### src/inc/etm_pkg.sv
// constants for the three-channel 8-bit timer block
// assumes an 8-bit register port with a 16-bit byte address
package etm_pkg;

  localparam int ETM_CH_N = 3;
  localparam int ETM_ADDR_W = 16;
  localparam int ETM_DATA_W = 8;
  localparam int ETM_PRE_W = 11;

  // mode control registers, one per channel
  localparam logic [15:0] ETM_MODE0_OFS = 16'hff79;
  localparam logic [15:0] ETM_MODE1_OFS = 16'hff7b;
  localparam logic [15:0] ETM_MODE2_OFS = 16'hff7d;
  // count clock select registers
  localparam logic [15:0] ETM_CSEL0_OFS = 16'hff78;
  localparam logic [15:0] ETM_CSEL1_OFS = 16'hff7a;
  localparam logic [15:0] ETM_CSEL2_OFS = 16'hff7c;
  // compare values and read-only counts
  localparam logic [15:0] ETM_CMP0_OFS = 16'hff60;
  localparam logic [15:0] ETM_CMP1_OFS = 16'hff61;
  localparam logic [15:0] ETM_CMP2_OFS = 16'hff62;
  localparam logic [15:0] ETM_CNT0_OFS = 16'hff64;
  localparam logic [15:0] ETM_CNT1_OFS = 16'hff65;
  localparam logic [15:0] ETM_CNT2_OFS = 16'hff66;

  // mode control field positions
  localparam int ETM_RUN_BIT = 7;
  localparam int ETM_PWM_BIT = 6;
  localparam int ETM_CHAIN_BIT = 4;
  localparam int ETM_SET_BIT = 3;
  localparam int ETM_CLR_BIT = 2;
  localparam int ETM_TGL_BIT = 1;
  localparam int ETM_DRV_BIT = 0;

  // stored bits: bit 5 reads zero, bits 3:2 are one-shot commands
  localparam logic [7:0] ETM_MODE_WMASK = 8'hd3;
  localparam logic [7:0] ETM_MODE_RST = 8'h04;
  localparam logic [7:0] ETM_CMP_RST = 8'h00;
  localparam logic [2:0] ETM_CSEL_RST = 3'h0;
  localparam logic [7:0] ETM_CNT_RST = 8'h00;
  localparam logic [7:0] ETM_CNT_TOP = 8'hff;
  localparam logic [7:0] ETM_RD_NONE = 8'h00;

  // count clock select codes
  localparam logic [2:0] ETM_SEL_TI_FALL = 3'h0;
  localparam logic [2:0] ETM_SEL_TI_RISE = 3'h1;

  // prescaler tap (power of two) for the internal clock selects
  function automatic logic [ETM_PRE_W-1:0] etm_tap_mask(
    input logic [2:0] sel
  );
    logic [ETM_PRE_W-1:0] m;
    m = '0;
    case (sel)
      3'h2: m = 11'h001;
      3'h3: m = 11'h003;
      3'h4: m = 11'h007;
      3'h5: m = 11'h01f;
      3'h6: m = 11'h07f;
      3'h7: m = 11'h7ff;
      default: m = 11'h000;
    endcase
    return m;
  endfunction

endpackage

### src/inc/etm_ch_if.sv
// link between the timer top and one counter channel
// assumes both ends run on the same clock
`timescale 1ns/1ps
interface etm_ch_if;
  logic run;
  logic pwm;
  logic [2:0] clk_sel;
  logic ti;
  logic [7:0] cmp;
  logic chain;
  logic ext_tick;
  logic ext_clear;
  logic [7:0] cnt;
  logic tick;
  logic hit;

  modport ctl (
    output run, pwm, clk_sel, ti, cmp, chain, ext_tick, ext_clear,
    input cnt, tick, hit
  );
  modport chan (
    input run, pwm, clk_sel, ti, cmp, chain, ext_tick, ext_clear,
    output cnt, tick, hit
  );
endinterface

### src/rtl/etm_counter.sv
// one 8-bit counter with its own prescaler and input edge detect
// assumes ti is already synchronised to ref_clk_i
`timescale 1ns/1ps
module etm_counter
  import etm_pkg::*;
#(
  parameter bit FOLLOWER = 1'b0
)
(
  input wire logic ref_clk_i,
  input wire logic srst_i,
  etm_ch_if.chan ch
);

  logic [ETM_PRE_W-1:0] pre_reg;
  logic [ETM_PRE_W-1:0] pre_next;
  logic ti_prev_reg;
  logic ti_prev_next;
  logic [7:0] cnt_reg;
  logic [7:0] cnt_next;
  logic own_tick;
  logic [ETM_PRE_W-1:0] mask;

  // count clock pick: pin edges or prescaler tap
  always_comb
  begin
    mask = etm_tap_mask(ch.clk_sel);
    if (ch.clk_sel == ETM_SEL_TI_FALL)
      own_tick = ti_prev_reg & ~ch.ti;
    else if (ch.clk_sel == ETM_SEL_TI_RISE)
      own_tick = ~ti_prev_reg & ch.ti;
    else
      own_tick = ((pre_reg & mask) == mask);
    // follower ignores its own select while chained
    if (FOLLOWER && ch.chain)
      ch.tick = ch.run & ch.ext_tick;
    else
      ch.tick = ch.run & own_tick;
    ch.hit = ch.tick & (cnt_reg == ch.cmp);
    ch.cnt = cnt_reg;
  end

  // next count and prescaler
  always_comb
  begin
    ti_prev_next = ch.ti;
    pre_next = pre_reg + 1'b1;
    cnt_next = cnt_reg;
    if (!ch.run)
    begin
      pre_next = '0;
      cnt_next = ETM_CNT_RST;
    end
    else if (ch.chain && ch.ext_clear)
      cnt_next = ETM_CNT_RST;
    else if (ch.tick)
    begin
      if (!ch.chain && !ch.pwm && (cnt_reg == ch.cmp))
        cnt_next = ETM_CNT_RST;
      else
        cnt_next = cnt_reg + 1'b1;
    end
  end

  // state registers
  always_ff @(posedge ref_clk_i)
  begin
    if (srst_i)
    begin
      pre_reg <= '0;
      ti_prev_reg <= 1'b0;
      cnt_reg <= ETM_CNT_RST;
    end
    else
    begin
      pre_reg <= pre_next;
      ti_prev_reg <= ti_prev_next;
      cnt_reg <= cnt_next;
    end
  end

endmodule // etm_counter

### src/rtl/etm_top.sv
// three 8-bit timers with compare, mode control and output flip-flops
// assumes an 8-bit register port: data read one cycle after rd_i,
// timer input pins asynchronous, match pulses go to an irq controller
`timescale 1ns/1ps

module etm_top
  import etm_pkg::*;
(
  input wire logic ref_clk_i,
  input wire logic srst_i,
  input wire logic [ETM_ADDR_W-1:0] addr_i,
  input wire logic [ETM_DATA_W-1:0] wdata_i,
  input wire logic wr_i,
  input wire logic rd_i,
  output logic [ETM_DATA_W-1:0] rdata_o,
  input wire logic [ETM_CH_N-1:0] ti_i,
  output logic [ETM_CH_N-1:0] match_irq_o,
  output logic [ETM_CH_N-1:0] timer_out_o,
  output logic [ETM_CH_N-1:0] timer_out_oe_n_o
);

  // register file state
  logic [7:0] mode_reg [ETM_CH_N];
  logic [7:0] mode_next [ETM_CH_N];
  logic [7:0] cmp_reg [ETM_CH_N];
  logic [7:0] cmp_next [ETM_CH_N];
  logic [2:0] csel_reg [ETM_CH_N];
  logic [2:0] csel_next [ETM_CH_N];
  logic [7:0] rdata_reg;
  logic [7:0] rdata_next;

  // pin synchronisers
  logic [ETM_CH_N-1:0] ti_meta_reg;
  logic [ETM_CH_N-1:0] ti_sync_reg;

  // output side state
  logic [ETM_CH_N-1:0] out_ff_reg;
  logic [ETM_CH_N-1:0] out_ff_next;
  logic [ETM_CH_N-1:0] irq_reg;
  logic [ETM_CH_N-1:0] irq_next;
  logic [ETM_CH_N-1:0] pin_reg;
  logic [ETM_CH_N-1:0] pin_next;
  logic [ETM_CH_N-1:0] oe_n_reg;
  logic [ETM_CH_N-1:0] oe_n_next;

  // decode helpers
  logic [ETM_CH_N-1:0] wr_mode;
  logic [ETM_CH_N-1:0] wr_cmp;
  logic [ETM_CH_N-1:0] wr_csel;
  logic cascade;
  logic [ETM_CH_N-1:0] pwm_eff;
  logic [ETM_CH_N-1:0] run_eff;
  logic [ETM_CH_N-1:0] event_hit;
  logic clear16;

  // channel taps as plain arrays, so loop indices never pick an interface
  logic [7:0] cnt_w [ETM_CH_N];
  logic hit_w [ETM_CH_N];

  etm_ch_if ch_if [ETM_CH_N] ();

  // channel counters; channel 1 may follow channel 0
  for (genvar g = 0; g < ETM_CH_N; g++)
  begin : g_ch
    etm_counter #(
      .FOLLOWER(g == 1)
    ) u_cnt (
      .ref_clk_i(ref_clk_i),
      .srst_i(srst_i),
      .ch(ch_if[g])
    );
  end

  // write address decode
  always_comb
  begin
    wr_mode = '0;
    wr_cmp = '0;
    wr_csel = '0;
    if (wr_i)
    begin
      if (addr_i == ETM_MODE0_OFS)
        wr_mode[0] = 1'b1;
      else if (addr_i == ETM_MODE1_OFS)
        wr_mode[1] = 1'b1;
      else if (addr_i == ETM_MODE2_OFS)
        wr_mode[2] = 1'b1;
      else if (addr_i == ETM_CMP0_OFS)
        wr_cmp[0] = 1'b1;
      else if (addr_i == ETM_CMP1_OFS)
        wr_cmp[1] = 1'b1;
      else if (addr_i == ETM_CMP2_OFS)
        wr_cmp[2] = 1'b1;
      else if (addr_i == ETM_CSEL0_OFS)
        wr_csel[0] = 1'b1;
      else if (addr_i == ETM_CSEL1_OFS)
        wr_csel[1] = 1'b1;
      else if (addr_i == ETM_CSEL2_OFS)
        wr_csel[2] = 1'b1;
    end
  end

  // register file next values
  always_comb
  begin
    for (int i = 0; i < ETM_CH_N; i++)
    begin
      mode_next[i] = mode_reg[i];
      cmp_next[i] = cmp_reg[i];
      csel_next[i] = csel_reg[i];
      // command bits are not stored by a write, so they read zero after it; reset sets bit 2
      if (wr_mode[i])
        mode_next[i] = wdata_i & ETM_MODE_WMASK;
      // any byte, accepted at any time
      if (wr_cmp[i])
        cmp_next[i] = wdata_i;
      if (wr_csel[i])
        csel_next[i] = wdata_i[2:0];
    end
  end

  // read mux, answered in the next cycle
  always_comb
  begin
    rdata_next = ETM_RD_NONE;
    if (rd_i)
    begin
      if (addr_i == ETM_MODE0_OFS)
        rdata_next = mode_reg[0];
      else if (addr_i == ETM_MODE1_OFS)
        rdata_next = mode_reg[1];
      else if (addr_i == ETM_MODE2_OFS)
        rdata_next = mode_reg[2];
      else if (addr_i == ETM_CMP0_OFS)
        rdata_next = cmp_reg[0];
      else if (addr_i == ETM_CMP1_OFS)
        rdata_next = cmp_reg[1];
      else if (addr_i == ETM_CMP2_OFS)
        rdata_next = cmp_reg[2];
      else if (addr_i == ETM_CSEL0_OFS)
        rdata_next = {5'h00, csel_reg[0]};
      else if (addr_i == ETM_CSEL1_OFS)
        rdata_next = {5'h00, csel_reg[1]};
      else if (addr_i == ETM_CSEL2_OFS)
        rdata_next = {5'h00, csel_reg[2]};
      else if (addr_i == ETM_CNT0_OFS)
        rdata_next = ch_if[0].cnt;
      else if (addr_i == ETM_CNT1_OFS)
        rdata_next = ch_if[1].cnt;
      else if (addr_i == ETM_CNT2_OFS)
        rdata_next = ch_if[2].cnt;
    end
  end

  // cascade control: only timer 1's bit counts
  always_comb
  begin
    cascade = mode_reg[1][ETM_CHAIN_BIT];
    for (int i = 0; i < ETM_CH_N; i++)
    begin
      pwm_eff[i] = mode_reg[i][ETM_PWM_BIT];
      run_eff[i] = mode_reg[i][ETM_RUN_BIT];
    end
    // pair runs as one 16-bit clear-and-start timer
    if (cascade)
    begin
      pwm_eff[0] = 1'b0;
      pwm_eff[1] = 1'b0;
      run_eff[1] = run_eff[0];
    end
    // 16-bit compare on timer 0's count clock
    clear16 = cascade & ch_if[0].tick &
      ({ch_if[1].cnt, ch_if[0].cnt} == {cmp_reg[1], cmp_reg[0]});
  end

  // channel drive
  for (genvar g = 0; g < ETM_CH_N; g++)
  begin : g_drv
    assign ch_if[g].run = run_eff[g];
    assign ch_if[g].pwm = pwm_eff[g];
    assign ch_if[g].clk_sel = csel_reg[g];
    assign ch_if[g].ti = ti_sync_reg[g];
    assign ch_if[g].cmp = cmp_reg[g];
    assign ch_if[g].chain = (g < 2) ? cascade : 1'b0;
    assign ch_if[g].ext_clear = clear16;
    // taps read back by the loop-based event logic
    assign cnt_w[g] = ch_if[g].cnt;
    assign hit_w[g] = ch_if[g].hit;
  end

  // carry from timer 0 steps timer 1 while cascaded
  assign ch_if[0].ext_tick = 1'b0;
  assign ch_if[2].ext_tick = 1'b0;
  assign ch_if[1].ext_tick = ch_if[0].tick &
    (ch_if[0].cnt == ETM_CNT_TOP) & ~clear16;

  // match events, flip-flop commands and pin values
  always_comb
  begin
    for (int i = 0; i < ETM_CH_N; i++)
    begin
      // no match interrupt in PWM mode
      event_hit[i] = hit_w[i] & ~pwm_eff[i];
      if (cascade && i < 2)
        event_hit[i] = clear16;
      irq_next[i] = event_hit[i];
      out_ff_next[i] = out_ff_reg[i];
      if (wr_mode[i] && wdata_i[ETM_SET_BIT:ETM_CLR_BIT] == 2'b01)
        out_ff_next[i] = 1'b0;
      else if (wr_mode[i] && wdata_i[ETM_SET_BIT:ETM_CLR_BIT] == 2'b10)
        out_ff_next[i] = 1'b1;
      else if (!pwm_eff[i] && mode_reg[i][ETM_TGL_BIT] && event_hit[i])
        out_ff_next[i] = ~out_ff_reg[i];
      // PWM: active below compare, inactive while stopped
      if (pwm_eff[i])
      begin
        if (run_eff[i])
          pin_next[i] = (cnt_w[i] < cmp_reg[i]) ^
            mode_reg[i][ETM_TGL_BIT];
        else
          pin_next[i] = mode_reg[i][ETM_TGL_BIT];
      end
      else
        pin_next[i] = out_ff_reg[i];
      // drive the pin only when enabled
      oe_n_next[i] = ~mode_reg[i][ETM_DRV_BIT];
    end
  end

  // register file and output registers
  always_ff @(posedge ref_clk_i)
  begin
    if (srst_i)
    begin
      for (int i = 0; i < ETM_CH_N; i++)
      begin
        mode_reg[i] <= ETM_MODE_RST;
        cmp_reg[i] <= ETM_CMP_RST;
        csel_reg[i] <= ETM_CSEL_RST;
      end
      rdata_reg <= ETM_RD_NONE;
      out_ff_reg <= '0;
      irq_reg <= '0;
      pin_reg <= '0;
      oe_n_reg <= '1;
    end
    else
    begin
      for (int i = 0; i < ETM_CH_N; i++)
      begin
        mode_reg[i] <= mode_next[i];
        cmp_reg[i] <= cmp_next[i];
        csel_reg[i] <= csel_next[i];
      end
      rdata_reg <= rdata_next;
      out_ff_reg <= out_ff_next;
      irq_reg <= irq_next;
      pin_reg <= pin_next;
      oe_n_reg <= oe_n_next;
    end
  end

  // two-stage synchroniser for the timer input pins
  always_ff @(posedge ref_clk_i)
  begin
    if (srst_i)
    begin
      ti_meta_reg <= '0;
      ti_sync_reg <= '0;
    end
    else
    begin
      ti_meta_reg <= ti_i;
      ti_sync_reg <= ti_meta_reg;
    end
  end

  assign rdata_o = rdata_reg;
  assign match_irq_o = irq_reg;
  assign timer_out_o = pin_reg;
  assign timer_out_oe_n_o = oe_n_reg;

endmodule // etm_top

### config.mk
export PLATFORM = sky130hd
export DESIGN_NAME = etm_top
export DESIGN_NICKNAME = d
export VERILOG_FILES = /design/src/inc/etm_pkg.sv /design/src/inc/etm_ch_if.sv /design/src/rtl/etm_counter.sv /design/src/rtl/etm_top.sv
export SDC_FILE = /design/constraint.sdc
export NUM_CORES = 1
export LEC_CHECK = 0
export ABC_AREA = 1
export BUFFER_PORTS_ARGS = -buffer_cell sky130_fd_sc_hd__buf_2
export CAP_MARGIN = 20
export CORE_MARGIN = 2
export CORE_UTILIZATION = 55
export DETAILED_ROUTE_END_ITERATION = 8
export PLACE_DENSITY = 0.73
export RECOVER_POWER = 50
export SYNTH_ARGS = -nofsm -noshare
export SYNTH_HDL_FRONTEND = slang
export SYNTH_HIERARCHICAL = 1
export SYNTH_SLANG_ARGS = --single-unit
### constraint.sdc
create_clock -name ref_clk_i -period 3.6 [get_ports ref_clk_i]
set_clock_uncertainty 0.2 [all_clocks]
set_input_delay 0.18 -clock ref_clk_i [delete_from_list [all_inputs] [get_ports ref_clk_i]]
set_output_delay 0.18 -clock ref_clk_i [all_outputs]
set_load 0.01 [all_outputs]
=== Word level (Yosys, flattened, before mapping) ===
Memories as Yosys holds them, arrays and structs flattened.
Index checks and enable logic that the tools add are counted.

* Reduce and logical (&&, ||, !) cells: 37
* Equality and inequality tests: 43
* Add/sub/neg operators: 6
* Multiplexer cells: 89
* Bitwise logic cells: 55
* Magnitude comparators: 3

{| class="wikitable"
|+ Operators by type and width
! cell !! count
|-
| 8-bit two-way mux || 27
|-
| 11-bit one-hot mux with 6 select lines || 3
|-
| 16-bit equality test (second input constant) || 12
|-
| 3-bit two-way mux || 18
|-
| 1-bit two-way mux || 37
|-
| 3-bit equality test (second input constant) || 12
|-
| 11-bit by 1-bit adder with 11-bit output (second input constant) || 3
|-
| 11-bit bitwise AND || 3
|-
| 11-bit equality test || 3
|-
| 8-bit by 1-bit adder with 8-bit output (second input constant) || 3
|-
| 8-bit equality test || 3
|-
| 8-bit less-than comparator || 3
|-
| 1-bit bitwise AND || 20
|-
| 1-bit NOT || 20
|-
| 3-bit by 2-bit equality test with 1-bit output (second input constant) || 6
|-
| 1-bit logical AND || 18
|-
| 16-bit equality test || 1
|-
| 2-bit OR reduction || 7
|-
| 3-bit by 1-bit equality test with 1-bit output (second input constant) || 3
|-
| 3-bit logical NOT || 3
|-
| 1-bit OR || 9
|-
| 8-bit equality test (second input constant) || 1
|-
| 2-bit two-way mux || 4
|-
| 2-bit nonzero test || 3
|-
| other kinds (5) || 11
|}

* Register bits after elaboration: 86
* Input port bits: 31
* RAM bits: 57
* Memories: 3
* Word-level logic and storage cells: 254
* Output and inout port bits: 17

{| class="wikitable"
|+ Memories
! name !! depth !! width !! rd ports !! clocked after memory_dff !! wr ports !! line !! source
|-
| cmp_reg || 3 || 8 || 3 || 0 || 3 || etm_top.sv:25 || <nowiki>logic [7:0] cmp_reg [ETM_CH_N];</nowiki>
|-
| mode_reg || 3 || 8 || 3 || 0 || 3 || etm_top.sv:23 || <nowiki>logic [7:0] mode_reg [ETM_CH_N];</nowiki>
|-
| csel_reg || 3 || 3 || 3 || 0 || 3 || etm_top.sv:27 || <nowiki>logic [2:0] csel_reg [ETM_CH_N];</nowiki>
|}

=== Longest topological paths before layout ===
An unclocked memory read counts as a cell.

* Word-level depth: 20
* Depth in mapped cells: 22

=== By module ===
Netlist, hierarchy kept.

{| class="wikitable"
|+ By module, submodules not included
! module !! cells an instance !! seq. area each (sq um) !! area each (sq um) !! times used
|-
| etm_top || 606 || 1,541.5 || 4,350.4 || 1
|-
| etm_counter at g_ch[0].u_cnt ... || 177 || 400.4 || 1,174.9 || 2
|-
| etm_counter at g_ch[1].u_cnt || 195 || 400.4 || 1,217.4 || 1
|}

=== Least setup slack after synthesis ===
No wires, ideal clock.

* Kind: flip-flop to flip-flop
* Start point: memory csel_reg[0][2]
* End point: register out_ff_reg[1]
* Path buffers: 0
* Cell stages (with the launch flop): 21
* Clock period less this slack: 2.813 ns
* Setup slack: 0.787 ns
* Arrival: 2.539 ns
* Cell sequence: dfxtp_1 inv_1 nand3_1 nand2_1 nor2_1 nand2_1 nor2_4 nand2_1 nor2_1 nand3_1 nor4_1 nor4_1 nor2_1 nor2_4 nand2_4 nor3_1 nand2_1 o22ai_1 inv_1 o21ai_0 a31oi_1

{| class="wikitable"
|+ RTL lines
! item !! line !! source
|-
| start, declared || etm_top.sv:27 ||
|-
| end signal, assigned || etm_top.sv:256 || <nowiki>out_ff_reg <= out_ff_next;</nowiki>
|-
| end, declared || etm_top.sv:37 || <nowiki>logic [ETM_CH_N-1:0] out_ff_reg;</nowiki>
|}

==> flow_summary.yaml <==
outcome:
  status: "finished with violations"
  violations: "capacitance limit, slew limit"
logic_synthesis:
  synth_top_family_by_area: "simple AND/OR/NAND/NOR gates"
  yosysMostFrequentCell: "nand2_1"
  synth_xor_area_frac: 0.0310
  synthFlopType: "dfxtp_1"
  synth_common_cells: "nand2_1 (225), inv_1 (175), dfxtp_1 (137)"
  netlist_instances: 1155
  synth_compound_area_frac: 0.164
  ys_seq_area_frac: 0.346
  yosys-top-cells-area: "dfxtp_1 (35%), nand2_1 (11%), inv_1 (8.3%)"
  syn_area_mm2: 0.00792
  synth_warnings: 6
  synthArstFlopShare: 0
  synth.mux.area_fraction: 0
  yosys.area_share.simple: 0.308
  syn_area_per_cell_um2: 6.86
  synth_edf_count: 0
  synth_top_area_share: 0.346
  synth_fa_ha_area_frac: 0.0458
  yosysTopAreaCell: "dfxtp_1"
  synth_cell_types: 52
  synth-seq-cells: 137
worst_setup_path:
  crit_family: "simple AND/OR/NAND/NOR gates"
  crit_arrival_ns: 3.15
  crit_chain: "inv_1 -> nor2_1 -> nand2_1 -> nand2_2 -> inv_1 -> nand2_1 -> nor2_4 -> nand2_1 -> nor2_1 -> nand3_1 -> nor4_1 -> nor4_1 -> nor2_1 -> nor2_4 -> nand2_4 -> nor3_1 -> nand2_1 -> o22ai_1 -> inv_1 -> o21ai_0 -> a31oi_1"
  crit_type: "flip-flop to flip-flop"
  worstSetupEndpointType: "flip-flop"
  crit_required_ns: 3.71
  start_kind: "flip-flop"
  crit_buf_inv: 3
  path_max_fanout: 8
  crit_path_max_incr_delay_ns: 0.41
  critPathSlowestCell: "dfxtp_1"
  cpMostUsedCell: "nand2_1"
timing:
  tns_ns: 0
  slew_headroom: -0.353
  setup_violations: 0
  worst_pin_slew_ns: 2.03
  fin_crit_sh: 0.845
  period_needed_ns: 3.04
  rsz0062_at_grt: "no"
  slew_violations: 54
  final_hold_viol_count: 0
  fmax_ghz: 0.329
global_route:
  grt_pass1_vias: 7123
  grt_usage: 0.292
  grt_antenna_before_repair: 0
  grt_pass1_wl_mm: 34.4
  grt_max_degree: 54
  grt_overflow: 0
hold_path:
  hold_path.class: "primary input to flip-flop"
floorplan:
  io_pins: 48
  die_area_mm2: 0.0154
  die_y_um: 124
  core_mm2: 0.0140
  start_util: 0.566
  rows: 43
  die_w_um: 124
cts:
  cts.path.max_buffers: 2
  clock-sinks: 137
  cts_tree: "done"
  post_cts_buffers: 0
  htree_levels: 4
  clock_latency_ns: 0.43
  clk_pin_slew_ns: 0.07
  cts_root_buffer: "clkbuf_16"
  cts_resized: 0
  cts_made_buffers: 17
pwr:
  powerDensity_mw_per_mm2: 379
  irDropWorstVdd_mv: 0.316
  p_leak_nw: 3.73
cells_and_area:
  drive_above_1_share: 0.115
  largest_register_ffs: 33
  diodes: 0
  nets: 1294
  area_growth_pct: 14.9
  fin_area_mm2: 0.00910
routing:
  vias_per_cell: 5.39
  vias: 7692
  routed_wl_mm: 21.4
  drt-initial-drc-count: 582
  ant_nets: 0
  drcViolationCount: 0
  dr.pass1.iters: 5
  post_drt_wl_per_cell_um: 15.0
placed_design:
  gp_congestion: 0.955
  port-buffer-count: 47
  placement.cell_area_mm2: 0.00838
  dp_hpwl_mm: 15.8
flow_run:
  cap_violations: 1
## metrics by stage
stage | worst slack [ns] | std cells | power, mW | hold slack (ns) | utilization
2_1_floorplan | 0.787 | 1156 | 1.61 | 0.0524 | -
3_3_place_gp | 0.685 | 1379 | 1.65 | 0.188 | 0.599
3_5_place_dp | 0.594 | 1379 | 1.65 | 0.188 | 0.599
4_1_cts | 0.559 | 1427 | 3.46 | 0.0302 | 0.654
5_1_grt | 0.137 | 1427 | 3.54 | 0.103 | 0.650
6_report | 0.560 | 1427 | 3.45 | 0.0617 | 0.650
## worst paths after layout
| kind | start | endpoint | slack, ns | depth (start not counted) |
|---|---|---|---|---|
| hold reg to reg | ti_meta_reg[2]$_SDFF_PP0_ | ti_sync_reg[2]$_SDFF_PP0_ | 0.20 | 2 |
| setup reg to reg | csel_reg[0][2]$_SDFFE_PP0P_ | out_ff_reg[1]$_SDFFE_PP0P_ | 0.56 | 21 |
| setup / recovery | csel_reg[0][2]$_SDFFE_PP0P_ | out_ff_reg[1]$_SDFFE_PP0P_ | 0.56 | 21 |
| hold / removal | addr_i[3] | mode_reg[0][18]$_SDFFE_PP1P_ | 0.06 | 6 |
## placed cells by master, fill, tap and decap left out, types with 20 or more instances in the layout
cell type / synthesis / layout
a21oi_1: 96 / 97
clkbuf_1: 8 / 20
dfxtp_1: 137 / 137
nor2_1: 124 / 127
nand3_1: 79 / 79
o21ai_0: 82 / 83
buf_2: 4 / 29
ha_1: 29 / 29
nand2_1: 225 / 225
inv_1: 175 / 176
## cell families (layout without fill, tap and decap cells)
logic type | after synthesis | after routing
other | 1 | 2
AO/OA/AOI/OAI | 229 | 229
adder cells (fa/ha/maj) | 29 | 29
flip-flops | 137 | 137
XOR/XNOR | 28 | 28
AND/OR/NAND/NOR | 519 | 519
buffers and inverters | 212 | 303
## report_power, final
group,internal [mW],switching (mW),total [mW]
Combinational,0.0359,0.0716,0.107
Clock,1.12,0.707,1.82
Sequential,1.52,0.00132,1.52
## repair_timing
action | CTS | global route
hold buffers | 16 | 0
endpoints found under the hold margin | 42 | 0
setup endpoints to repair | 0 | 0
## routing by layer
| layer | up-vias | global-route usage | wire, µm |
|---|---|---|---|
| li1 | 3904 | - | - |
| met1 | 3467 | 0.381 | 9590 |
| met2 | 282 | 0.476 | 9800 |
| met3 | 39 | 0.0604 | 1410 |
| met4 | 0 | 0.108 | 560 |
| met5 | - | 0 | 0 |
## tightest hold or removal path: stages
cell,delay (ns)
buf_2,0.14
nand2_1,0.09
nor4_1,0.07
nand2_1,0.09
nand2_1,0.05
nand2_1,0.04
## area by class of cell
type / count / area, µm²
clock buffers: 19 / 443
clock inverters: 13 / 169
flip-flops and latches: 137 / 2740
repair buffers: 74 / 452
fillers: 1331 / 4890
multi-input cells: 807 / 4320
well taps: 180 / 225
inverters: 197 / 747
No activity file was read; power rests on OpenSTA's default activity.
